### config.mk
export PLATFORM = sky130hd
export DESIGN_NAME = wkp_regs
export DESIGN_NICKNAME = d
export VERILOG_FILES = /design/src/wkp_pkg.sv /design/src/wkp_pat_if.sv /design/src/wkp_matcher.sv /design/src/wkp_regs.sv
export SDC_FILE = /design/constraint.sdc
export NUM_CORES = 1
export LEC_CHECK = 0
export BUFFER_PORTS_ARGS = -buffer_cell sky130_fd_sc_hd__buf_2
export CAP_MARGIN = 20
export CELL_PAD_IN_SITES_DETAIL_PLACEMENT = 1
export CELL_PAD_IN_SITES_GLOBAL_PLACEMENT = 1
export CORE_UTILIZATION = 40
export DETAILED_ROUTE_END_ITERATION = 12
export GPL_TIMING_DRIVEN = 1
export PLACE_DENSITY = 0.74
export SLEW_MARGIN = 20
export SYNTH_ARGS = -nofsm -noshare
export SYNTH_HDL_FRONTEND = slang
export SYNTH_SLANG_ARGS = --single-unit
### constraint.sdc
create_clock -name clk -period 5.4 [get_ports clk]
set_input_delay 1.08 -clock clk [delete_from_list [all_inputs] [get_ports clk]]
set_output_delay 1.08 -clock clk [all_outputs]
set_load 0.02 [all_outputs]
### src/wkp_pkg.sv
// package for the wake-up pattern 2/3 register bank and matcher
// assumes a 16-bit internal register port at byte addresses, one clock, sync reset
package wkp_pkg;
  localparam int WKP_AW = 8;
  localparam int WKP_DW = 16;
  localparam logic [7:0] WKP_P2_CRC_LOW = 8'h50;
  localparam logic [7:0] WKP_P2_CRC_HIGH = 8'h52;
  localparam logic [7:0] WKP_P2_MASK_1_16 = 8'h54;
  localparam logic [7:0] WKP_P2_MASK_17_32 = 8'h56;
  localparam logic [7:0] WKP_P2_MASK_33_48 = 8'h58;
  localparam logic [7:0] WKP_P2_MASK_49_64 = 8'h5a;
  localparam logic [7:0] WKP_P3_CRC_LOW = 8'h60;
  localparam logic [7:0] WKP_P3_CRC_HIGH = 8'h62;
  localparam logic [7:0] WKP_P3_MASK_1_16 = 8'h64;
  localparam logic [7:0] WKP_P3_MASK_17_32 = 8'h66;
  localparam logic [7:0] WKP_P3_MASK_33_48 = 8'h68;
  localparam logic [7:0] WKP_P3_MASK_49_64 = 8'h6a;
  localparam logic [15:0] WKP_REG_RESET = 16'h0000;
  localparam int WKP_MAX_BYTES = 64;
  localparam logic [31:0] WKP_CRC_INIT = 32'hffffffff;
  localparam logic [31:0] WKP_CRC_POLY_REF = 32'hedb88320;
  localparam logic [31:0] WKP_CRC_XOROUT = 32'hffffffff;
  typedef struct packed {
    logic [31:0] crc;
    logic [63:0] mask;
  } wkp_pat_t;
endpackage

### src/wkp_pat_if.sv
// carries one pattern's settings from the register bank to its matcher
// assumes one clock domain shared by both ends
interface wkp_pat_if;
  import wkp_pkg::*;
  wkp_pat_t pat;
  modport bank (output pat);
  modport match (input pat);
endinterface

### src/wkp_matcher.sv
// one pattern matcher: crc over mask-selected bytes of the first 64 frame bytes
// assumes byte strobes on the device clock, frame_start one cycle before first byte
module wkp_matcher
  import wkp_pkg::*;
(
  input wire logic clk,
  input wire logic reset,
  wkp_pat_if.match cfg,
  input wire logic frame_start,
  input wire logic byte_valid,
  input wire logic [7:0] byte_data,
  input wire logic frame_end,
  output logic match_ff
);
  logic [31:0] crc_ff, nxt_crc;
  logic [6:0] idx_ff, nxt_idx;
  logic nxt_match;

  function automatic logic [31:0] wkp_crc_byte(input logic [31:0] c, input logic [7:0] d);
    logic [31:0] r;
    r = c ^ {24'h000000, d};
    for (int i = 0; i < 8; i++) begin
      r = r[0] ? ((r >> 1) ^ WKP_CRC_POLY_REF) : (r >> 1);
    end
    return r;
  endfunction

  always_comb begin
    nxt_crc = crc_ff;
    nxt_idx = idx_ff;
    nxt_match = 1'b0;
    if (frame_start) begin
      nxt_crc = WKP_CRC_INIT;
      nxt_idx = 7'h00;
    end else if (byte_valid && idx_ff < 7'(WKP_MAX_BYTES)) begin
      // bit n of the mask selects frame byte n+1
      if (cfg.pat.mask[idx_ff[5:0]]) begin
        nxt_crc = wkp_crc_byte(crc_ff, byte_data);
      end
      nxt_idx = idx_ff + 7'h01;
    end
    if (frame_end) begin
      nxt_match = ((crc_ff ^ WKP_CRC_XOROUT) == cfg.pat.crc);
    end
  end

  always_ff @(posedge clk) begin
    if (reset) begin
      crc_ff <= WKP_CRC_INIT;
      idx_ff <= 7'h00;
      match_ff <= 1'b0;
    end else begin
      crc_ff <= nxt_crc;
      idx_ff <= nxt_idx;
      match_ff <= nxt_match;
    end
  end
endmodule

### src/wkp_regs.sv
// register bank and match logic for wake-up patterns 2 and 3
// assumes the serial register interface decodes into a 16-bit word port, byte enables per lane
module wkp_regs
  import wkp_pkg::*;
(
  input wire logic clk,
  input wire logic reset,
  input wire logic reg_wr,
  input wire logic reg_rd,
  input wire logic [WKP_AW-1:0] reg_addr,
  input wire logic [1:0] reg_be,
  input wire logic [WKP_DW-1:0] reg_wdata,
  output logic [WKP_DW-1:0] reg_rdata_ff,
  output logic reg_rvalid_ff,
  input wire logic frame_start,
  input wire logic byte_valid,
  input wire logic [7:0] byte_data,
  input wire logic frame_end,
  output logic match2_ff,
  output logic match3_ff
);
  logic [15:0] regs_ff [12];
  logic [15:0] nxt_regs [12];
  logic [15:0] nxt_rdata;
  logic nxt_rvalid;
  localparam logic [7:0] WKP_ADDRS [12] = '{WKP_P2_CRC_LOW, WKP_P2_CRC_HIGH, WKP_P2_MASK_1_16,
    WKP_P2_MASK_17_32, WKP_P2_MASK_33_48, WKP_P2_MASK_49_64, WKP_P3_CRC_LOW, WKP_P3_CRC_HIGH,
    WKP_P3_MASK_1_16, WKP_P3_MASK_17_32, WKP_P3_MASK_33_48, WKP_P3_MASK_49_64};

  // index of the register at an address, 15 when unmapped
  function automatic logic [3:0] wkp_decode(input logic [7:0] a);
    logic [3:0] r;
    r = 4'hf;
    for (int i = 0; i < 12; i++) begin
      if (a == WKP_ADDRS[i]) r = 4'(i);
    end
    return r;
  endfunction

  logic [3:0] sel;
  assign sel = wkp_decode(reg_addr);

  always_comb begin
    for (int i = 0; i < 12; i++) begin
      nxt_regs[i] = regs_ff[i];
    end
    if (reg_wr && sel != 4'hf) begin
      if (reg_be[0]) nxt_regs[sel][7:0] = reg_wdata[7:0];
      if (reg_be[1]) nxt_regs[sel][15:8] = reg_wdata[15:8];
    end
    nxt_rvalid = reg_rd;
    // reserved and unmapped addresses read as zero
    nxt_rdata = 16'h0000;
    if (reg_rd && sel != 4'hf) nxt_rdata = regs_ff[sel];
  end

  always_ff @(posedge clk) begin
    if (reset) begin
      for (int i = 0; i < 12; i++) begin
        regs_ff[i] <= WKP_REG_RESET;
      end
      reg_rdata_ff <= 16'h0000;
      reg_rvalid_ff <= 1'b0;
    end else begin
      for (int i = 0; i < 12; i++) begin
        regs_ff[i] <= nxt_regs[i];
      end
      reg_rdata_ff <= nxt_rdata;
      reg_rvalid_ff <= nxt_rvalid;
    end
  end

  wkp_pat_if p2_if();
  wkp_pat_if p3_if();
  // low half then high half, masks concatenated with byte 1 at bit 0
  assign p2_if.pat.crc = {regs_ff[1], regs_ff[0]};
  assign p2_if.pat.mask = {regs_ff[5], regs_ff[4], regs_ff[3], regs_ff[2]};
  assign p3_if.pat.crc = {regs_ff[7], regs_ff[6]};
  assign p3_if.pat.mask = {regs_ff[11], regs_ff[10], regs_ff[9], regs_ff[8]};

  wkp_matcher u_m2 (
    .clk(clk),
    .reset(reset),
    .cfg(p2_if.match),
    .frame_start(frame_start),
    .byte_valid(byte_valid),
    .byte_data(byte_data),
    .frame_end(frame_end),
    .match_ff(match2_ff)
  );
  wkp_matcher u_m3 (
    .clk(clk),
    .reset(reset),
    .cfg(p3_if.match),
    .frame_start(frame_start),
    .byte_valid(byte_valid),
    .byte_data(byte_data),
    .frame_end(frame_end),
    .match_ff(match3_ff)
  );

  for (genvar g = 0; g < 12; g++) begin : g_store

  end
endmodule

==> Word level (Yosys, flattened, before mapping) <==
Memories as Yosys holds them, arrays and structs flattened. A register that Yosys moved wholly into a read port is not among the register bits.
Index checks and enable logic that the tools add are counted.
{ "totals": {"out_inout_bits": 19, "n_memories": 1, "regBits": 81, "in_bits": 41, "ramBits": 192, "elab_cells": 133} }
{ "mem_list": {"columns": ["name", "words", "word_bits", "rd", "rd_clocked_by_memory_dff", "wr", "line", "source"], "rows": [
  ["regs_ff", 12, 16, 13, 1, 12, "wkp_regs.sv:22", "logic [15:0] regs_ff [12];"]
]} }
{ "classes": {"reduce_logical": 10, "mux": 57, "n_addsub": 2, "order_cmp": 6, "bitwise": 35, "eq_ne": 15} }
{ "op_table": {"columns": ["operator", "n"], "rows": [
  ["$mux 192", 4],
  ["$mux 32", 16],
  ["$bwmux 192", 2],
  ["$not 13->14", 16],
  ["$mux 16", 13],
  ["$demux 16 s4", 2],
  ["$eq 8x7->1 const B", 12],
  ["$eq 32x32->1", 2],
  ["$not 32->32", 2],
  ["$xor 32x8->32", 2],
  ["$mux 4", 12],
  ["$add 7x1->7 const B", 2],
  ["$lt 6x7->1 const B", 2],
  ["$lt 7x7->1 const B", 2],
  ["$bmux 1 s6", 2],
  ["$or 1x1->1", 12],
  ["$mux 8", 1],
  ["$reduce_or 2->1", 3],
  ["$ge 5x5->1 const B", 1],
  ["$logic_and 1x1->1", 5],
  ["$lt 5x1->1 const B", 1],
  ["$mux 1", 5],
  ["$not 4->5", 1],
  ["$ne 4x4->1 const B", 1],
  ["other kinds (2)", 4]
]} }

==> Depth between registers and ports, before layout <==
{ "depth": {"depth_word": 25, "depth_mapped": 11, "ltp_nobuf": 7} }

==> Hierarchy <==
Synthesis repeated with hierarchy kept, for this count alone.
{ "hier_totals": {"cells_unflattened": 1542, "hier_area_um2": 15255.9} }
{ "by_module_without_submodules": {"columns": ["module", "area_per_inst_um2", "cells_per_inst", "instances", "seq_area_each_um2"], "rows": [
  ["wkp_regs", 9024.9, 944, 1, 4184.0],
  ["wkp_matcher", 3115.5, 299, 2, 800.8]
]} }

==> Worst setup path before layout <==
OpenSTA, ideal clock, no wires.
{ "synth_path": {"path_type": "input to register", "start": "input reg_addr[5]", "end": "register reg_rdata_ff[11], read port of regs_ff", "stages": 10, "required_ps": 5268, "path_buffers": 3, "setup_ps": 132, "t_arrival_ps": 2756, "path_slack_ps": 2512, "cell_sequence": "nor2b_1 > o21ai_0 > or3_1 > clkbuf_1 > buf_2 > buf_2 > mux2i_1 > nand2_1 > o211ai_1 > a31oi_1"} }
{ "synth_between": {"elab_chain_cells": 17, "word_cells_on_any_way": 28, "classes_between": "eq/ne (13); mux (12); bitwise (1); reduce/logical (2)"} }
{ "synth_rtl": {"columns": ["item", "line", "source"], "rows": [
  ["start: declaration", "wkp_regs.sv:10", "input wire logic [WKP_AW-1:0] reg_addr,"],
  ["$eq 8x7->1", "wkp_regs.sv:35", "if (a == WKP_ADDRS[i]) r = 4'(i);"],
  ["$mux 4 (11 in a row)", "wkp_regs.sv:35", null],
  ["$mux 4 *", "wkp_regs.sv:35", null],
  ["$ne 4x4->1", "wkp_regs.sv:54", "if (reg_rd && sel != 4'hf) nxt_rdata = regs_ff[sel];"],
  ["$logic_and 1x1->1", "wkp_regs.sv:54", null],
  ["$not 1->1 (no source line)", null, null],
  ["$reduce_or 2->1 (no source line)", null, null],
  ["end: declaration", "wkp_regs.sv:13", "output logic [WKP_DW-1:0] reg_rdata_ff,"]
]} }
Mark *: on every way between the ends. The rest lies on a longest branch, timed or not.
A chain may end at the register's enable or synchronous reset.

==> Worst setup path in the final report <==
{ "layout_path": {"start": "register u_m2.idx_ff[0]", "end": "register u_m2.crc_ff[29]"} }
{ "layout_between": {"elab_chain_cells": 3, "word_cells_on_any_way": 5, "classes_between": "order compare (1); mux (2); reduce/logical (2)"} }
{ "layout_rtl": {"columns": ["item", "line", "source"], "rows": [
  ["start: declaration", "wkp_matcher.sv:16", "logic [6:0] idx_ff, nxt_idx;"],
  ["start signal: assignment", "wkp_matcher.sv:54", "idx_ff <= nxt_idx;"],
  ["$bmux 1 s6 or $lt 7x7->1 (tied branches)", "wkp_matcher.sv:37, wkp_matcher.sv:35", null],
  ["$mux 1 (implied by the code) or $logic_and 1x1->1 (tied branches)", "wkp_matcher.sv:37, wkp_matcher.sv:35", null],
  ["$reduce_and 2->1 (no source line) *", null, null],
  ["end signal: assignment", "wkp_matcher.sv:53", "crc_ff <= nxt_crc;"],
  ["end: declaration", "wkp_matcher.sv:15", "logic [31:0] crc_ff, nxt_crc;"]
]} }
Mark *: on every way between the ends. The rest lies on a longest branch, timed or not. The select of a mux whose other input is x is not followed.

==> results.tsv <==
stage	metric	value	unit
outcome	outcome	finished, final reports clean	
synthesis	synth-seq-area-share	38.30	%
global_route	grt_pass1_vias	13190	
sta	tightest_slew	1012	ps
global_route	top_usage_layer	met2	
sta	whs	466.4	ps
floorplan	start_util	40.96	%
global_route	grt-ovfl-total	0	
worst_setup_path	crit_required	5790	ps
routing	viasPerCell	5.746	
sta	finalMaxSlewViolations	0	
sta	fin_setup_tns	0	ps
worst_setup_path	worstPathMaxFanout	61	
synthesis	synth.avg_cell_area	8.880	um^2
cells_and_area	n_fill_cell	4259	
sta	finClkSkew	20.44	ps
cells_and_area	drive_gt1_share	13.69	%
routing	wire_per_inst	23.22	um
cells_and_area	syn_to_final_growth	12.04	%
sta	finalCritPeriodShare	64.45	%
cells_and_area	layout_commonest_cell	dfxtp_1	
floorplan	ios	60	
global_route	grt_usage	26.87	%
routing	vias	12800	
synthesis	netlist_area	15100	um^2
synthesis	yosysUniqueCellTypes	53	
routing	ant_nets	0	
synthesis	synth_edf_count	0	
clocking	cts.reportedPaths.clkPinSlew	70	ps
clocking	clkSinkCount	289	
power	finalPower	4987	uW
synthesis	syn_inst	1701	
cells_and_area	antenna_cells	0	
sta	clock.fmax	287.3	MHz
place	port_buffers	59	
clocking	insertion_delay	550	ps
global_route	grt_use_met2	43.56	%
global_route	grt_use_met3	4.367	%
routing	drt_iter0_markers	808	
clocking	clockBufferDepth	3	
place	place.gp.congestion	0.8837	
clocking	holdBufCountCts	0	
floorplan	dieArea	38540	um^2
clocking	postCtsSetupRepairBufs	0	
synthesis	yosys_most_used_dff	dfxtp_1	
worst_hold_path	hold_path_class	reg2reg	
power	p_leak	0.006304	uW
sta	slew_headroom	32.02	%
synthesis	synth_area_leaders	dfxtp_1 38%, mux2i_1 13%, nand2_1 6.9%, xnor2_1 6.1%, xor2_1 6.1%	
routing	firstDrtPassIters	6	
synthesis	ys_warn_count	0	
clocking	cts-htree-levels	2	
global_route	grt_pass1_wl	79180	um
global_route	antenna_found_initial	2	
cells_and_area	layout_common_cells	289 x dfxtp_1, 276 x nand2_1, 191 x mux2i_1	
synthesis	ys_async_sr_fraction	0	%
floorplan	die_height	196.3	um
floorplan	die_x	196.3	um
sta	fin_crit	3480	ps
global_route	use_met1	35.53	%
clocking	cts-root-buf	clkbuf_16	
cells_and_area	nNetsFinal	1741	
sta	setup_violations	0	
routing	postRouteWirelength	51740	um
synthesis	yosys_register_bits	289	
run	drv_cap	0	
worst_setup_path	start_kind	flop	
synthesis	synth_area_leader_cell	dfxtp_1	
worst_setup_path	critical_path_class	reg2reg	
sta	grt_setup_unrepaired	false	
routing	drcViolationCount	0	
floorplan	rows	70	
place	dp_cells	2164	
clocking	numCtsBuffers	35	
worst_setup_path	critPathCaptureType	flop	
synthesis	syn_nets	1744	
global_route	grt_max_degree	108	
place	hpwl	36660	um
clocking	cts_tree	yes	
worst_setup_path	worstPathArrival	3870	ps
power	ir_worst_vdd	264.5	uV
floorplan	fp.coreArea	36870	um^2
sta	hold_viol	0	
clocking	cts_resized	0	
power	p_per_area	294.7	nW/um^2
synthesis	yosysTopAreaCellShare	38.30	%
cells_and_area	fin_cells	2228	
==> logic make-up (layout without fill, tap and decap cells) <==
family / after synthesis / in the layout / share of synthesized area, %
flops: 289 / 289 / 38.30
compound gates: 257 / 257 / 10.88
buf+inv: 118 / 141 / 3.247
fa+ha+maj: 2 / 2 / 0.1656
xor+xnor: 214 / 214 / 12.51
mux: 258 / 258 / 18.77
simple gates: 563 / 563 / 16.13
==> layout make-up <==
cell class | count | area [um^2] | area share, %
Multi-Input combinational cell | 1294 | 8874 | 52.43
Timing Repair Buffer | 76 | 436.7 | 2.580
Tap cell | 504 | 630.6 | 3.726
Clock buffer | 46 | 997.2 | 5.892
Sequential cell | 289 | 5786 | 34.19
Clock inverter | 17 | 192.7 | 1.139
Inverter | 2 | 7.507 | 0.04436
==> sequential cells by signal (all words and copies together), names as in the netlist <==
signal / cells
u_m3.idx_ff: 7
u_m2.crc_ff: 32
u_m3.match_ff: 1
reg_rdata_ff: 16
regs_ff: 192
u_m2.idx_ff: 7
u_m2.match_ff: 1
u_m3.crc_ff: 32
reg_rvalid_ff: 1
==> worst max-delay path, cell delays in order, from the launching register on <==
cell	delay (ps)
dfxtp_1	720
buf_4	330
mux4_2	530
mux2_2	320
o211ai_1	190
o41ai_1	150
nor3_4	200
buf_4	530
mux2i_1	260
nand2_1	80
==> per-layer routing <==
metal	part of all wire [%]	vias to the layer above	routed length (um)
met5	0	-	0
met4	3.6	0	1878
met3	5.8	101	3020
met2	46	388	23940
met1	44	6415	22910
li1	-	5897	-
==> Yosys cell counts (2+ instances only) <==
| library cell | number |
|---|---|
| nor2b_1 | 16 |
| mux2_2 | 52 |
| dfxtp_1 | 289 |
| o211ai_1 | 97 |
| and2_1 | 3 |
| a22o_1 | 3 |
| or2_2 | 7 |
| nor2_1 | 140 |
| mux2i_1 | 191 |
| nand4_1 | 17 |
| a21oi_1 | 106 |
| buf_1 | 5 |
| a22oi_1 | 4 |
| a221oi_1 | 2 |
| nand2_1 | 277 |
| clkbuf_1 | 82 |
| buf_2 | 25 |
| ha_1 | 2 |
| nor2_2 | 14 |
| a2111oi_0 | 2 |
| or3_1 | 4 |
| nand3_1 | 44 |
| and3_1 | 8 |
| xnor2_1 | 106 |
| a311oi_1 | 2 |
| a211oi_1 | 2 |
| o21ai_0 | 5 |
| nor4_1 | 12 |
| inv_1 | 2 |
| mux4_2 | 15 |
| nand4b_1 | 3 |
| a31oi_1 | 25 |
| xor2_1 | 106 |
| nand2b_1 | 3 |
| buf_4 | 2 |
| nor3b_1 | 2 |
| nor3_1 | 10 |
==> power breakdown <==
| group | internal (uW) | switching [uW] | leakage [uW] |
|---|---|---|---|
| Sequential | 2140 | 9.07 | 0.00233 |
| Combinational | 132 | 245 | 0.00339 |
| Clock | 1460 | 1010 | 0.000583 |
| Total | 3730 | 1260 | 0.00630 |
==> path summary, 6_finish.rpt <==
| check | startpoint | endpoint | slack [ps] | cells past startpoint |
|---|---|---|---|---|
| max | u_m2.idx_ff[0]$_SDFFE_PP0P_ | u_m2.crc_ff[29]$_SDFFE_PP1P_ | 1920 | 9 |
| min | regs_ff[9][5]$_SDFFE_PP0P_ | regs_ff[9][5]$_SDFFE_PP0P_ | 470 | 2 |
| min reg2reg | regs_ff[9][5]$_SDFFE_PP0P_ | regs_ff[9][5]$_SDFFE_PP0P_ | 470 | 2 |
| max reg2reg | u_m2.idx_ff[0]$_SDFFE_PP0P_ | u_m2.crc_ff[29]$_SDFFE_PP1P_ | 1920 | 9 |
==> per-stage QoR <==
step	utilization (%)	cell area [um^2]	worst slack [ps]
after floorplan	-	15100	2512
after global placement	42.62	15710	1622
after detailed placement	42.62	15710	1553
after CTS	45.84	16900	1848
after global routing	45.90	16920	1716
final	45.90	16920	1920
(Power assumes the default switching activity.)
